[src/pkg/usart_mode_pkg.sv]
package usart_mode_pkg;

  // register byte offsets
  localparam logic [7:0] MODE_OFFSET   = 8'h14;
  localparam logic [7:0] GUARD_OFFSET  = 8'h18;
  localparam logic [7:0] UNIT_OFFSET   = 8'h1C;
  localparam logic [7:0] STATUS_OFFSET = 8'h20;
  localparam logic [7:0] MASK_OFFSET   = 8'h24;

  // mode_and_flow_control field positions
  localparam int ERROR_IRQ_ENABLE_BIT       = 0;
  localparam int INFRARED_ENABLE_BIT        = 1;
  localparam int INFRARED_LOW_POWER_BIT     = 2;
  localparam int HALF_DUPLEX_ENABLE_BIT     = 3;
  localparam int CARD_PARITY_NAK_BIT        = 4;
  localparam int CARD_MODE_ENABLE_BIT       = 5;
  localparam int RX_DMA_REQUEST_ENABLE_BIT  = 6;
  localparam int TX_DMA_REQUEST_ENABLE_BIT  = 7;
  localparam int RTS_FLOW_ENABLE_BIT        = 8;
  localparam int CTS_FLOW_ENABLE_BIT        = 9;
  localparam int CTS_IRQ_ENABLE_BIT         = 10;
  localparam int SINGLE_SAMPLE_BIT          = 11;
  localparam int MODE_WIDTH                 = 12;

  // guard_time_and_prescaler fields
  localparam int PRESCALER_LSB   = 0;
  localparam int PRESCALER_WIDTH = 8;
  localparam int CARD_PSC_WIDTH  = 5;
  localparam int GUARD_LSB       = 8;
  localparam int GUARD_WIDTH     = 8;
  localparam int GUARD_REG_WIDTH = 16;

  // unit control register
  localparam int UNIT_ENABLE_BIT = 0;

  // interrupt status / mask layout
  localparam int ST_FRAMING    = 0;
  localparam int ST_OVERRUN    = 1;
  localparam int ST_NOISE      = 2;
  localparam int ST_CTS_CHANGE = 3;
  localparam int ST_TX_DONE    = 4;
  localparam int STATUS_WIDTH  = 5;

  // reset values
  localparam logic [MODE_WIDTH-1:0]      MODE_RESET   = 12'h000;
  localparam logic [GUARD_REG_WIDTH-1:0] GUARD_RESET  = 16'h0000;
  localparam logic                       UNIT_RESET   = 1'b0;
  localparam logic [STATUS_WIDTH-1:0]    STATUS_RESET = 5'h00;
  localparam logic [STATUS_WIDTH-1:0]    MASK_RESET   = 5'h00;

  typedef enum logic [2:0] {
    TX_IDLE  = 3'b001,
    TX_SHIFT = 3'b010,
    TX_GUARD = 3'b100
  } tx_state_e;

endpackage

[src/verilog/prescale_divider.sv]
`timescale 1ns/1ps
`default_nettype none

// one-cycle tick every divisor_i clocks; divisor 0 stops it
module prescale_divider (
  input  wire logic       clk_i,
  input  wire logic       reset_i,
  input  wire logic       run_i,
  input  wire logic [7:0] divisor_i,
  output logic            tick_o
);

  logic [7:0] count;
  logic [7:0] next_count;
  logic       next_tick;

  always_comb begin
    next_count = 8'h00;
    next_tick  = 1'b0;
    if (run_i && divisor_i != 8'h00) begin
      if (count >= divisor_i - 8'h01) begin
        next_tick = 1'b1;
      end else begin
        next_count = count + 8'h01;
      end
    end
  end

  always_ff @(posedge clk_i) begin
    if (reset_i) begin
      count  <= 8'h00;
      tick_o <= 1'b0;
    end else begin
      count  <= next_count;
      tick_o <= next_tick;
    end
  end

endmodule // prescale_divider

`default_nettype wire

[src/verilog/usart_mode_flow_guard_control.sv]
// How it works
// - bits 6/7 enable DMA requests; errors interrupt with bit 0 and bit 6.
// - bit 1 infrared, bit 2 low-power select, bit 3 half-duplex.
// - bit 5 smartcard; bit 4 sends NAK on received parity error.
// - with bit 8, request-to-send low only while receive buffer has room.
// - with bit 9, transmit only while clear-to-send input is low.
// - clear-to-send rising mid-character lets that character finish.
// - data written while clear-to-send high waits until it goes low.
// - bit 10 lets the clear-to-send change flag interrupt.
// - bit 11 chooses single sample and then ignores noise errors.
// - low-power infrared clock divides by all eight prescaler bits.
// - smartcard clock divides by twice the low five prescaler bits.
// - smartcard waits guard time in baud periods before completion.
// - unit disabled stops the divider and the outputs, except single_sample_o and an irq_o from already set status.
`timescale 1ns/1ps
`default_nettype none

module usart_mode_flow_guard_control (
  input  wire logic        clk_i,
  input  wire logic        reset_i,
  input  wire logic [7:0]  addr_i,
  input  wire logic [31:0] wdata_i,
  input  wire logic        wr_i,
  input  wire logic        rd_i,
  output logic      [31:0] rdata_o,
  input  wire logic        framing_error_i,
  input  wire logic        overrun_error_i,
  input  wire logic        noise_error_i,
  input  wire logic        parity_error_i,
  input  wire logic        rx_data_ready_i,
  input  wire logic        rx_room_i,
  input  wire logic        tx_empty_i,
  input  wire logic        tx_write_i,
  input  wire logic        tx_char_done_i,
  input  wire logic        baud_tick_i,
  input  wire logic        cts_n_i,
  output logic             irq_o,
  output logic             rx_dma_req_o,
  output logic             tx_dma_req_o,
  output logic             rts_n_o,
  output logic             tx_load_o,
  output logic             tx_complete_o,
  output logic             card_nak_o,
  output logic             infrared_enable_o,
  output logic             infrared_low_power_o,
  output logic             half_duplex_o,
  output logic             card_mode_o,
  output logic             single_sample_o,
  output logic             low_power_tick_o,
  output logic             card_clk_o,
  output logic             unit_active_o
);

  localparam int MW = usart_mode_pkg::MODE_WIDTH;
  localparam int SW = usart_mode_pkg::STATUS_WIDTH;

  // ---------------- registers ----------------
  logic [MW-1:0]                             mode;
  logic [usart_mode_pkg::GUARD_REG_WIDTH-1:0] guard_psc;
  logic                                      unit_enable;
  logic [SW-1:0]                             status;
  logic [SW-1:0]                             mask;
  logic [MW-1:0]                             next_mode;
  logic [usart_mode_pkg::GUARD_REG_WIDTH-1:0] next_guard_psc;
  logic                                      next_unit_enable;
  logic [SW-1:0]                             next_status;
  logic [SW-1:0]                             next_mask;
  logic [31:0]                               next_rdata;
  logic [SW-1:0]                             status_set;
  logic [SW-1:0]                             irq_gate;
  logic                                      next_irq;
  logic                                      cts_prev;

  logic [7:0] prescaler;
  logic [7:0] guard_time;
  logic       card_mode;
  logic       cts_flow;

  assign prescaler  = guard_psc[usart_mode_pkg::PRESCALER_LSB +:
                                usart_mode_pkg::PRESCALER_WIDTH];
  assign guard_time = guard_psc[usart_mode_pkg::GUARD_LSB +:
                                usart_mode_pkg::GUARD_WIDTH];
  assign card_mode  = mode[usart_mode_pkg::CARD_MODE_ENABLE_BIT];
  assign cts_flow   = mode[usart_mode_pkg::CTS_FLOW_ENABLE_BIT];

  always_comb begin
    next_mode        = mode;
    next_guard_psc   = guard_psc;
    next_unit_enable = unit_enable;
    next_mask        = mask;
    next_rdata       = 32'h0000_0000;
    if (wr_i) begin
      if (addr_i == usart_mode_pkg::MODE_OFFSET) begin
        next_mode = wdata_i[MW-1:0];
        // sampling method frozen while the unit runs
        if (unit_enable) begin
          next_mode[usart_mode_pkg::SINGLE_SAMPLE_BIT] =
            mode[usart_mode_pkg::SINGLE_SAMPLE_BIT];
        end
      end else if (addr_i == usart_mode_pkg::GUARD_OFFSET) begin
        next_guard_psc = wdata_i[usart_mode_pkg::GUARD_REG_WIDTH-1:0];
      end else if (addr_i == usart_mode_pkg::UNIT_OFFSET) begin
        next_unit_enable = wdata_i[usart_mode_pkg::UNIT_ENABLE_BIT];
      end else if (addr_i == usart_mode_pkg::MASK_OFFSET) begin
        next_mask = wdata_i[SW-1:0];
      end
    end
    if (rd_i) begin
      if (addr_i == usart_mode_pkg::MODE_OFFSET) begin
        next_rdata[MW-1:0] = mode;
      end else if (addr_i == usart_mode_pkg::GUARD_OFFSET) begin
        next_rdata[usart_mode_pkg::GUARD_REG_WIDTH-1:0] = guard_psc;
      end else if (addr_i == usart_mode_pkg::UNIT_OFFSET) begin
        next_rdata[usart_mode_pkg::UNIT_ENABLE_BIT] = unit_enable;
      end else if (addr_i == usart_mode_pkg::STATUS_OFFSET) begin
        next_rdata[SW-1:0] = status;
      end else if (addr_i == usart_mode_pkg::MASK_OFFSET) begin
        next_rdata[SW-1:0] = mask;
      end
    end
  end

  always_ff @(posedge clk_i) begin
    if (reset_i) begin
      mode        <= usart_mode_pkg::MODE_RESET;
      guard_psc   <= usart_mode_pkg::GUARD_RESET;
      unit_enable <= usart_mode_pkg::UNIT_RESET;
      mask        <= usart_mode_pkg::MASK_RESET;
      rdata_o     <= 32'h0000_0000;
    end else begin
      mode        <= next_mode;
      guard_psc   <= next_guard_psc;
      unit_enable <= next_unit_enable;
      mask        <= next_mask;
      rdata_o     <= next_rdata;
    end
  end

  // ---------------- transmit sequencing ----------------
  usart_mode_pkg::tx_state_e tx_state;
  usart_mode_pkg::tx_state_e next_tx_state;
  logic       tx_pending;
  logic       next_tx_pending;
  logic [7:0] guard_count;
  logic [7:0] next_guard_count;
  logic       next_tx_load;
  logic       next_tx_complete;
  logic       cts_clear;

  assign cts_clear = !cts_flow || !cts_n_i;

  always_comb begin
    next_tx_state    = tx_state;
    next_tx_pending  = tx_pending;
    next_guard_count = guard_count;
    next_tx_load     = 1'b0;
    next_tx_complete = 1'b0;
    case (tx_state)
      usart_mode_pkg::TX_IDLE: begin
        if (tx_pending && unit_enable && cts_clear) begin
          next_tx_load    = 1'b1;
          next_tx_pending = 1'b0;
          next_tx_state   = usart_mode_pkg::TX_SHIFT;
        end
      end
      usart_mode_pkg::TX_SHIFT: begin
        if (tx_char_done_i) begin
          if (card_mode && guard_time != 8'h00) begin
            next_guard_count = guard_time;
            next_tx_state    = usart_mode_pkg::TX_GUARD;
          end else begin
            next_tx_complete = 1'b1;
            next_tx_state    = usart_mode_pkg::TX_IDLE;
          end
        end
      end
      usart_mode_pkg::TX_GUARD: begin
        if (baud_tick_i) begin
          next_guard_count = guard_count - 8'h01;
          if (guard_count == 8'h01) begin
            next_tx_complete = 1'b1;
            next_tx_state    = usart_mode_pkg::TX_IDLE;
          end
        end
      end
      default: begin
        next_tx_state = usart_mode_pkg::TX_IDLE;
      end
    endcase
    // a new write is never lost to the load of the previous one
    if (tx_write_i) begin
      next_tx_pending = 1'b1;
    end
    if (!unit_enable) begin
      next_tx_state    = usart_mode_pkg::TX_IDLE;
      next_tx_pending  = 1'b0;
      next_tx_load     = 1'b0;
      next_tx_complete = 1'b0;
    end
  end

  always_ff @(posedge clk_i) begin
    if (reset_i) begin
      tx_state      <= usart_mode_pkg::TX_IDLE;
      tx_pending    <= 1'b0;
      guard_count   <= 8'h00;
      tx_load_o     <= 1'b0;
      tx_complete_o <= 1'b0;
    end else begin
      tx_state      <= next_tx_state;
      tx_pending    <= next_tx_pending;
      guard_count   <= next_guard_count;
      tx_load_o     <= next_tx_load;
      tx_complete_o <= next_tx_complete;
    end
  end

  // ---------------- events and interrupt ----------------
  always_comb begin
    status_set = '0;
    status_set[usart_mode_pkg::ST_FRAMING] = unit_enable && framing_error_i;
    status_set[usart_mode_pkg::ST_OVERRUN] = unit_enable && overrun_error_i;
    // no noise flag in single sample
    status_set[usart_mode_pkg::ST_NOISE] = unit_enable && noise_error_i &&
      !mode[usart_mode_pkg::SINGLE_SAMPLE_BIT];
    status_set[usart_mode_pkg::ST_CTS_CHANGE] = unit_enable &&
      (cts_n_i != cts_prev);
    status_set[usart_mode_pkg::ST_TX_DONE] = next_tx_complete;
    // set wins over the read clear
    next_status = status;
    if (rd_i && addr_i == usart_mode_pkg::STATUS_OFFSET) begin
      next_status = '0;
    end
    next_status = next_status | status_set;
    irq_gate = '1;
    irq_gate[usart_mode_pkg::ST_FRAMING] =
      mode[usart_mode_pkg::ERROR_IRQ_ENABLE_BIT] &&
      mode[usart_mode_pkg::RX_DMA_REQUEST_ENABLE_BIT];
    irq_gate[usart_mode_pkg::ST_OVERRUN] =
      irq_gate[usart_mode_pkg::ST_FRAMING];
    irq_gate[usart_mode_pkg::ST_NOISE] =
      irq_gate[usart_mode_pkg::ST_FRAMING];
    irq_gate[usart_mode_pkg::ST_CTS_CHANGE] =
      mode[usart_mode_pkg::CTS_IRQ_ENABLE_BIT];
    next_irq = |(next_status & mask & irq_gate);
  end

  always_ff @(posedge clk_i) begin
    if (reset_i) begin
      status   <= usart_mode_pkg::STATUS_RESET;
      cts_prev <= 1'b1;
      irq_o    <= 1'b0;
    end else begin
      status   <= next_status;
      cts_prev <= cts_n_i;
      irq_o    <= next_irq;
    end
  end

  // ---------------- prescaler clocks ----------------
  logic       div_tick;
  logic       div_run;
  logic [7:0] div_value;
  logic       lp_mode;
  logic       next_card_clk;

  assign lp_mode = mode[usart_mode_pkg::INFRARED_ENABLE_BIT] &&
                   mode[usart_mode_pkg::INFRARED_LOW_POWER_BIT];
  assign div_run = unit_enable && (card_mode || lp_mode);
  // low five bits in smartcard mode
  // all eight bits in low-power infrared
  assign div_value = card_mode ?
    {3'h0, prescaler[usart_mode_pkg::CARD_PSC_WIDTH-1:0]} : prescaler;

  prescale_divider u_divider (
    .clk_i     (clk_i),
    .reset_i   (reset_i),
    .run_i     (div_run),
    .divisor_i (div_value),
    .tick_o    (div_tick)
  );

  always_comb begin
    next_card_clk = 1'b0;
    // toggle per tick gives twice the divisor
    if (div_run && card_mode) begin
      next_card_clk = div_tick ? !card_clk_o : card_clk_o;
    end
  end

  // ---------------- mode and flow outputs ----------------
  always_ff @(posedge clk_i) begin
    if (reset_i) begin
      rx_dma_req_o         <= 1'b0;
      tx_dma_req_o         <= 1'b0;
      rts_n_o              <= 1'b1;
      card_nak_o           <= 1'b0;
      infrared_enable_o    <= 1'b0;
      infrared_low_power_o <= 1'b0;
      half_duplex_o        <= 1'b0;
      card_mode_o          <= 1'b0;
      single_sample_o      <= 1'b0;
      low_power_tick_o     <= 1'b0;
      card_clk_o           <= 1'b0;
      unit_active_o        <= 1'b0;
    end else begin
      rx_dma_req_o <= unit_enable && rx_data_ready_i &&
                      mode[usart_mode_pkg::RX_DMA_REQUEST_ENABLE_BIT];
      tx_dma_req_o <= unit_enable && tx_empty_i &&
                      mode[usart_mode_pkg::TX_DMA_REQUEST_ENABLE_BIT];
      rts_n_o <= !unit_enable ||
                 (mode[usart_mode_pkg::RTS_FLOW_ENABLE_BIT] && !rx_room_i);
      card_nak_o <= unit_enable && card_mode && parity_error_i &&
                    mode[usart_mode_pkg::CARD_PARITY_NAK_BIT];
      infrared_enable_o    <= unit_enable &&
                              mode[usart_mode_pkg::INFRARED_ENABLE_BIT];
      infrared_low_power_o <= unit_enable &&
                              mode[usart_mode_pkg::INFRARED_LOW_POWER_BIT];
      half_duplex_o        <= unit_enable &&
                              mode[usart_mode_pkg::HALF_DUPLEX_ENABLE_BIT];
      card_mode_o          <= unit_enable && card_mode;
      single_sample_o      <= mode[usart_mode_pkg::SINGLE_SAMPLE_BIT];
      low_power_tick_o     <= div_tick && lp_mode && !card_mode;
      card_clk_o           <= next_card_clk;
      unit_active_o        <= unit_enable;
    end
  end
endmodule // usart_mode_flow_guard_control

`default_nettype wire

[config.mk]
export PLATFORM = sky130hd
export DESIGN_NAME = usart_mode_flow_guard_control
export DESIGN_NICKNAME = d
export VERILOG_FILES = /design/src/pkg/usart_mode_pkg.sv /design/src/verilog/prescale_divider.sv /design/src/verilog/usart_mode_flow_guard_control.sv
export SDC_FILE = /design/constraint.sdc
export NUM_CORES = 1
export LEC_CHECK = 0
export BUFFER_PORTS_ARGS = -buffer_cell sky130_fd_sc_hd__buf_2
export CAP_MARGIN = 20
export CORE_UTILIZATION = 53
export CTS_CLUSTER_DIAMETER = 100
export CTS_CLUSTER_SIZE = 28
export DETAILED_ROUTE_END_ITERATION = 16
export PLACE_DENSITY = 0.79
export SYNTH_ARGS = -nofsm -noshare
export SYNTH_HDL_FRONTEND = slang
export SYNTH_SLANG_ARGS = --single-unit
[constraint.sdc]
create_clock -name clk_i -period 3 [get_ports clk_i]
set_clock_uncertainty 0.2 [all_clocks]
set_input_delay 0.9 -clock clk_i [delete_from_list [all_inputs] [get_ports clk_i]]
set_output_delay 0.9 -clock clk_i [all_outputs]
set_load 0.03 [all_outputs]
# Word-level counts from Yosys, hierarchy flattened
# Cells that the tools add are included.
# op_classes
n_addsub,3
order_cmp,1
eq_ne,15
muxes,30
bitwise_logic,11
n_reduce_logical,58
# ops
operator,n
8-bit 2-to-1 mux,4
1-bit logical AND,27
"8-bit by 5-bit equality test with 1-bit output, second input constant",3
5-bit 2-to-1 mux,4
"8-bit by 6-bit equality test with 1-bit output, second input constant",2
8-bit one-hot mux with 2 select lines,1
8-bit nonzero test,2
"8-bit by 1-bit subtractor with 8-bit output, second input constant",2
3-bit 2-to-1 mux,5
12-bit 2-to-1 mux,1
4-bit AND reduction,3
1-bit 2-to-1 mux,11
11-bit 2-to-1 mux,1
5-bit AND,2
"2-bit != test, second input constant",5
3-bit one-hot mux with 3 select lines,1
"8-bit by 1-bit adder with 8-bit output, second input constant",1
"8-bit by 1-bit equality test with 1-bit output, second input constant",1
8-bit greater-or-equal comparator,1
1-bit inverter,8
2-bit OR reduction,4
1-bit zero test,7
3-bit AND reduction,2
2-bit nonzero test,3
13 further kinds,17
# word_totals
reg_bits,108
out_inout_bits,47
wordCells,148

# Depth between registers and ports, before layout
# Gate-level depths: netlist of the first run.
# logic_depth
ltp_word,10
mapped_depth,10
mapped_depth_nobuf,10

# Cells and area by module
# A second synthesis of the first run with hierarchy kept.
# hier_totals
cells_unflattened,480
hier_area_um2,4103.9
# by_module_without_submodules
mod,instances,cells_per_inst,area_each_um2,seq_area_each_um2
usart_mode_flow_guard_control,1,406,3399.5,1661.6
prescale_divider,1,74,704.4,180.2

# Least setup slack after synthesis of the first run
# No wires, ideal clock.
# synth_timing
kind,register to register
from,register guard_psc[0] in the netlist's numbering
to,register u_divider.count[0]
setup_ns,0.114
arrival_time_ns,2.157
required_time_ns,2.686
setup_slack_ns,0.529
stages_incl_launch_ff,11
period_less_slack_ns,2.471
path_cell_list,dfxtp_1 -> inv_1 -> ha_1 -> nand2_1 -> xor2_1 -> ha_1 -> a21o_1 -> a21o_1 -> a21oi_1 -> o21ai_0 -> a2111oi_0
# synth_between
elab_chain_cells,5
word_cells_on_any_way,7
# synth_lines
item,line_no,text
start: declaration,usart_mode_flow_guard_control.sv:59,logic [usart_mode_pkg::GUARD_REG_WIDTH-1:0] guard_psc;
start signal: assignment,usart_mode_flow_guard_control.sv:126,guard_psc <= usart_mode_pkg::GUARD_RESET;
start signal: assignment,usart_mode_flow_guard_control.sv:132,guard_psc <= next_guard_psc;
8-bit 2-to-1 mux *,usart_mode_flow_guard_control.sv:272,assign div_value = card_mode ?
"parallel branches: the longest is 3 deep, another holds 8-bit by 1-bit subtractor with 8-bit output",--,
3-bit OR reduction (no source line) *,--,
end signal: assignment,prescale_divider.sv:34,count <= next_count;
end: declaration,prescale_divider.sv:13,logic [7:0] count;
# Every way passes the cells marked *.
# A chain may end at the register's enable or synchronous reset.

# Final worst setup path of the first run
# layout_timing
from,register guard_psc[0] in the netlist's numbering
to,register u_divider.count[2]
# Same word-level chain as after synthesis.

==> results.md, run 1 <==
- Sequential cell area fraction in the yosys report: 43.41%
- Maximum single-stage delay on the critical path: 0.43 ns
- Postcts setup bufs: 0
- Finished Cell Area: 4846 um^2
- Tcrit/Tclk final: 94.02%
- Normalized max-slew margin: 54.15%
- Post-CTS Hold Fix Bufs: 0
- Antenna Diode Count: 0
- Global router's overall resource usage: 24.54%
- Full die area: 8367 um^2
- Flip-flop and latch area: 1842 um^2
- Power per cell area: 459.6 nW/um^2
- Number of global-route vias before repair: 3413
- Unrepaired setup endpoints after global routing: no
- Largest area contributor in the netlist: sky130_fd_sc_hd__dfxtp_1
- Synthesized area: 4243 um^2
- Die outline width: 91.47 um
- Number of instances in the synthesized netlist: 475
- Initial standard-cell utilization of the core: 54.91%
- Layout fillers: 647
- EDFF count, synth: 0
- Vias per Instance: 5.771
- Number of antenna violations at the first check in global routing: 0
- Setup slack after placement: 0.09691 ns
- Worst setup SP type: flip-flop
- Total via count in the routed design: 3734
- Data arrival at the endpoint of the critical path: 2.87 ns
- Mean cell area of the mapped netlist: 8.932 um^2
- Iter 0 DRT Violations: 252
- Required time of the worst setup path: 3.05 ns
- Wire length of the first global-routing pass: 16130 um
- H-tree depth: 3
- Worst IR drop on VDD: 304.3 uV
- Final antenna-violating net count: 0
- Clk buf depth: 2
- Wirelength, routed: 9945 um
- Setup slack after layout: 0.1794 ns
- Number of port buffers: 69
- Standby leakage power: 1.967 nW
- Layout net count: 608
- Area grow syn2layout: 14.21%
- Biggest area contributors in the synthesized netlist: sky130_fd_sc_hd__dfxtp_1, sky130_fd_sc_hd__a21oi_1, sky130_fd_sc_hd__nand3_1
- Worst-path cell chain: inv_1 > ha_1 > nand2_1 > xor2_1 > ha_1 > a21o_1 > a21o_1 > a21oi_1 > o21ai_2 > a2111oi_0
- Core Util, Final: 62.71%
- Number of buffers inserted during clock tree synthesis: 9
- Final-report hold violation count: 0
- Max-cap viol count: 0
- Final estimated routing congestion in global placement: 0.8603
- Final HPWL DP: 7120 um
- Placed Instance Area: 4603 um^2
- Multi-input combinational cell area: 2181 um^2
- Worst min-delay path category: reg -> reg
- Clk root buf: sky130_fd_sc_hd__clkbuf_8
- Total core area: 7727 um^2
- Mean routed wirelength per cell: 15.37 um
- Largest net degree at the start of global routing: 54
- Worst Max-Slew Pin Slew: 0.6781 ns
- Critical setup path kind: reg -> reg
- Slowest stage cell on the critical path: sky130_fd_sc_hd__dfxtp_1
- Number of storage elements in the synthesis netlist: 92
- Top achievable clock speed: 354.5 MHz
- Post-cts repair resize count: 0
- Count of TritonRoute iterations in the first routing pass: 6
- Most frequently used flop master after synthesis: sky130_fd_sc_hd__dfxtp_1
- Share of Yosys cell area claimed by the top area cell type: 43.41%
- Num Clock Sinks: 92
- Final-report max-slew violation count: 0
- Synth warn: 0
- Clock latency of the later-clocked register in the worst-skew pair: 0.37 ns
- Die Y: 91.47 um
- Clock tree from TritonCTS: yes
- Distinct cell type count of the synthesized netlist: 60
- Clock-pin slew on the worst setup and hold paths: 0.09 ns
- Result of the run: complete, no violations
- Top fanout value on the critical path: 7
- IO Count: 102
- Endpoint type of the worst setup path: flip-flop
- Share of synthesized flip-flops with an asynchronous set or reset: 0%
- Count of endpoints failing setup in the final report: 0
- Number of standard-cell rows in the floorplan: 32
- Total Negative Setup Slacks: 0 ns
- Fraction of layout instances using a drive strength above 1: 23.67%
- Post-route DRC: 0
- Min Clock Period, post-route: 2.821 ns
- Total grt overflow: 0
synthesized netlist by cell type (all sizes together), types with 4 or more instances:
cell type   n
and3        6
a22o        9
a21o        8
ha         13
nand2b      4
mux2i       6
nand2      48
a2111oi     7
and2       10
clkbuf     16
nand3      41
a22oi       5
inv        15
a21oi      46
xor2        7
o21ai      12
nor2       34
nor2b       5
a222oi      4
buf        24
nor3b       5
nor3        7
dfxtp      92
a31oi       4
xnor2       6
state kept, by name, summed over array words and instances, names as in the netlist, 3 cells and up:
signal           count
rdata_o             16
mode                12
status               5
u_divider.count      8
mask                 5
guard_psc           16
guard_count          8
tx_state             3
per-stage QoR:
stage               total power [mW]  std cells  hold slack [ns]
CTS                            2.237        647           0.2836
global route                   2.301        647           0.3077
finish                         2.227        647           0.2872
floorplan                      1.327        490           0.2444
global placement               1.351        631           0.2604
detailed placement             1.352        631           0.2728
report_power, final:
part / internal [mW] / leakage, nW / switching, mW / total [mW]
sequential: 1.22 / 0.741 / 0.00103 / 1.22
clock: 0.457 / 0.105 / 0.445 / 0.902
combinational: 0.0290 / 1.12 / 0.0738 / 0.103
total: 1.71 / 1.97 / 0.520 / 2.23
worst max-delay path, delay by kind of cell, from the launching register on:
family | cells | cell delay [ns]
adder cells (fa/ha/maj) | 2 | 0.56
buffers and inverters | 1 | 0.12
XOR/XNOR | 1 | 0.20
AO/OA/AOI/OAI | 5 | 1.10
flip-flops | 1 | 0.43
AND/OR/NAND/NOR | 1 | 0.10
final cells by class:
class | instances | area share, %
inverters | 15 | 1.162
clock inverters | 4 | 1.110
well taps | 102 | 2.634
multi-input cells | 343 | 45.00
flip-flops and latches | 92 | 38.01
repair buffers | 79 | 8.675
clock buffers | 12 | 3.408
cell usage in the layout, fill, tap and decap left out, types with 7 or more instances in the layout:
cell	instances
sky130_fd_sc_hd__a21oi_1	41
sky130_fd_sc_hd__a22o_1	9
sky130_fd_sc_hd__and2_1	9
sky130_fd_sc_hd__buf_2	69
sky130_fd_sc_hd__buf_4	10
sky130_fd_sc_hd__clkbuf_8	12
sky130_fd_sc_hd__conb_1	16
sky130_fd_sc_hd__dfxtp_1	92
sky130_fd_sc_hd__ha_1	13
sky130_fd_sc_hd__inv_1	15
sky130_fd_sc_hd__nand2_1	48
sky130_fd_sc_hd__nand3_1	41
sky130_fd_sc_hd__nor2_1	34
sky130_fd_sc_hd__nor3_1	7
sky130_fd_sc_hd__xor2_1	7
worst paths after layout:
check | start | endpoint | slack, ns | cells after the start
setup / recovery | guard_psc[0] | u_divider.count[2] | 0.18 | 10
hold reg to reg | mode[8] | mode[8] | 0.29 | 2
hold / removal | mode[8] | mode[8] | 0.29 | 2
setup reg to reg | guard_psc[0] | u_divider.count[2] | 0.18 | 10
metal layers:
| layer | up-vias | routed length, um | global-route usage (%) |
|---|---|---|---|
| met4 | 0 | 248 | 12.17 |
| met5 | - | 0 | 0 |
| met1 | 1758 | 4162 | 30.23 |
| met3 | 24 | 776 | 5.360 |
| met2 | 168 | 4758 | 40.35 |
| li1 | 1784 | - | - |
cell families after synthesis:
kind of cell / count (synthesis) / share of synthesized area, %
flops: 92 / 43.41
buf+inv: 55 / 7.078
fa+ha+maj: 13 / 3.834
compound gates: 113 / 18.96
xor+xnor: 13 / 2.684
simple gates: 179 / 21.73
mux: 9 / 2.212
other cells: 1 / 0.08838
(Power assumes the default switching activity.)
==> run 2: changes to the inputs <==
--- a/config.mk
+++ b/config.mk
@@ -11,7 +11,7 @@
 export CTS_CLUSTER_DIAMETER = 100
 export CTS_CLUSTER_SIZE = 28
 export DETAILED_ROUTE_END_ITERATION = 16
-export PLACE_DENSITY = 0.79
+export PLACE_DENSITY = 0.78
 export SYNTH_ARGS = -nofsm -noshare
 export SYNTH_HDL_FRONTEND = slang
 export SYNTH_SLANG_ARGS = --single-unit
==> results.md, run 2 (synthesis results as in run 1) <==
- Clk root buf: sky130_fd_sc_hd__clkbuf_8
- Origin of the worst setup path: guard_psc[0]
- Final-report hold violation count: 0 (unchanged)
- Worst setup SP type: flip-flop
- Die outline width: 91.47 um (unchanged)
- Power per cell area: 434.2 nW/um^2 (-5.5%)
- Layout fillers: 686 (+6.0%)
- Layout net count: 608 (unchanged)
- Fraction of layout instances using a drive strength above 1: 23.49% (-0.18 points)
- Clock-pin slew on the worst setup and hold paths: 0.09 ns (about the same)
- Met1 Usage GRT: 30.57% (+0.35 points)
- Initial standard-cell utilization of the core: 54.91% (unchanged)
- Count of TritonRoute iterations in the first routing pass: 6 (unchanged)
- Clock latency of the later-clocked register in the worst-skew pair: 0.36 ns (about the same)
- Core Util, Final: 62.13% (-0.58 points)
- Setup slack after placement: 0.03247 ns (-0.06443 ns)
- Die Y: 91.47 um (unchanged)
- Overall power after layout: 2.085 mW (-6.4%)
- Total grt overflow: 0 (unchanged)
- Mean routed wirelength per cell: 15.21 um (-1.1%)
- Standby leakage power: 1.950 nW (-0.88%)
- Worst reg-to-reg setup slack: 0.19 ns (about the same)
- R2R cell count: 10 (unchanged)
- Endpoint type of the worst setup path: flip-flop
- Largest net degree at the start of global routing: 54 (unchanged)
- Iter 0 DRT Violations: 292 (+16%)
- Number of standard-cell rows in the floorplan: 32 (unchanged)
- H-tree depth: 3 (unchanged)
- Data arrival at the endpoint of the critical path: 2.86 ns (about the same)
- Clock share of power: 36.4% (-4.1 points)
- Placed Instance Area: 4603 um^2 (unchanged)
- Number of port buffers: 69 (unchanged)
- Worst-path cell chain: inv_1 > ha_1 > nand2_1 > xor2_1 > ha_1 > a21o_1 > a21o_1 > a21oi_1 > o21ai_2 > a2111oi_1
- Final antenna-violating net count: 0 (unchanged)
- Most common cell after layout, fill and taps aside: sky130_fd_sc_hd__dfxtp_1
- Worst min-delay path category: reg -> reg
- Most frequent cells in the layout: sky130_fd_sc_hd__dfxtp_1, sky130_fd_sc_hd__buf_2, sky130_fd_sc_hd__nand2_1
- Largest regs: guard_psc x16, rdata_o x16, mode x12
- Critical setup path kind: reg -> reg
- Number of global-route vias before repair: 3406 (-0.21%)
- Normalized max-slew margin: 58.07% (+3.9 points)
- Finished Cell Area: 4801 um^2 (-0.93%)
- Non-filler cells in the finished layout: 647 (unchanged)
- Switching Share: 25.36% (+2.0 points)
- Portion of total power attributed to combinational logic: 4.9% (+0.3 points)
- Placed Cells incl. Taps: 631 (unchanged)
- Antenna Diode Count: 0 (unchanged)
- Post-route DRC: 0 (unchanged)
- Wirelength, routed: 9838 um (-1.1%)
- Worst Max-Slew Pin Slew: 0.6202 ns (-0.05792 ns)
- Required time of the worst setup path: 3.05 ns (about the same)
- Met3 routing resource usage after global routing: 4.774% (-0.59 points)
- Area grow syn2layout: 13.15%
- Final-report max-slew violation count: 0 (unchanged)
- Global router's overall resource usage: 24.12% (-0.42 points)
- Total Negative Setup Slacks: 0 ns (unchanged)
- Full die area: 8367 um^2 (unchanged)
- Top achievable clock speed: 355.6 MHz (+0.29%)
- Met2 capacity usage during global routing: 40.41% (+0.063 points)
- Wire length of the first global-routing pass: 16020 um (-0.69%)
- Switching power of the nets: 0.5286 mW (+1.6%)
- Top fanout value on the critical path: 7 (unchanged)
- Clk buf depth: 2 (unchanged)
- Vias per Instance: 5.691 (-1.4%)
- Clock tree from TritonCTS: yes
- IO Count: 102 (unchanged)
- Number of antenna violations at the first check in global routing: 0 (unchanged)
- Maximum single-stage delay on the critical path: 0.43 ns (about the same)
- Unrepaired setup endpoints after global routing: no
- Total via count in the routed design: 3682 (-1.4%)
- Max-cap viol count: 0 (unchanged)
- Relative contribution of sequential cells to total power: 58.7% (+3.8 points)
- Count of endpoints failing setup in the final report: 0 (unchanged)
- Setup slack after layout: 0.1875 ns (+0.008105 ns)
- RR Startpoint: guard_psc[0]
- End point of the critical path: u_divider.count[2]
- Num Clock Sinks: 92 (unchanged)
- Final estimated routing congestion in global placement: 0.8676 (+0.85%)
- Pint: 1.556 mW (-8.9%)
- Worst IR drop on VDD: 261.8 uV (-14%)
- Slowest stage cell on the critical path: sky130_fd_sc_hd__dfxtp_1
- Post-Route Hold Slack: 0.2813 ns (-0.005925 ns)
- Post-CTS Hold Fix Bufs: 0 (unchanged)
- Tcrit/Tclk final: 93.75% (-0.27 points)
- Number of buffers inserted during clock tree synthesis: 9 (unchanged)
- Critical R2R Capture: u_divider.count[2]
- Result of the run: complete, no violations
- Global route hottest layer: met2
- Min Clock Period, post-route: 2.813 ns (-0.008105 ns)
- Total core area: 7727 um^2 (unchanged)
- Final HPWL DP: 7147 um (+0.38%)
-- run 2: changes by cell type in the layout (fill, tap and decap cells not counted), moves of 2 or more --
cell	previous run	this run
sky130_fd_sc_hd__a2111oi_0	3	1
sky130_fd_sc_hd__a2111oi_1	1	4
sky130_fd_sc_hd__clkinv_4	0	3
sky130_fd_sc_hd__clkinv_2	0	2
sky130_fd_sc_hd__clkbuf_8	12	9
-- run 2: critical path: cells and delay by family (launching register included) --
kind | cells | cell delay (ns)
AOI/OAI and AO/OA | 5 | 1.13
adders and majority gates | 2 | 0.55
DFF | 1 | 0.43
xor gates and xnor gates | 1 | 0.17
buffers and inverters | 1 | 0.12
and+or+nand+nor | 1 | 0.11
-- run 2: worst min-delay path by stage --
stage	to	slack, ns	cells after the start	start
after floorplan	mode[3]	0.24	2	mode[3]
after global placement	mode[7]	0.26	2	mode[7]
after detailed placement	low_power_tick_o	0.27	2	u_divider.tick_o
after CTS	low_power_tick_o	0.29	2	u_divider.tick_o
after global routing	low_power_tick_o	0.30	2	u_divider.tick_o
final	low_power_tick_o	0.28	2	u_divider.tick_o
-- run 2: per-layer routing --
| layer | vias to the layer above | part of all wire, % | routed length [um] |
|---|---|---|---|
| met2 | 172 | 47 | 4666 |
| met1 | 1706 | 43 | 4214 |
| met4 | 0 | 1.9 | 189 |
| met3 | 18 | 7.8 | 768 |
| li1 | 1786 | - | - |
| met5 | - | 0 | 0 |
-- run 2: final cells by class --
class	count	area, um^2	area share (%)
Tap cell	102	127.6	2.658
Sequential cell	92	1842	38.36
Clock buffer	9	123.9	2.580
Multi-Input combinational cell	343	2178	45.37
Inverter	15	56.30	1.173
Timing Repair Buffer	79	420.4	8.757
Clock inverter	7	52.55	1.095
-- run 2: power groups by stage --
stage / registers (mW) / logic (mW) / clock network (mW)
finish: 1.22 / 0.103 / 0.759
global route: 1.22 / 0.109 / 0.835
CTS: 1.22 / 0.101 / 0.773
detailed placement: 1.25 / 0.101 / 0
global placement: 1.25 / 0.100 / 0
floorplan: 1.25 / 0.0749 / 0
-- run 2: what timing repair did --
action                                  4_1_cts  5_1_grt
endpoints found under the setup margin        0        7
resized for setup                             0       10
buffers inserted                              0        0
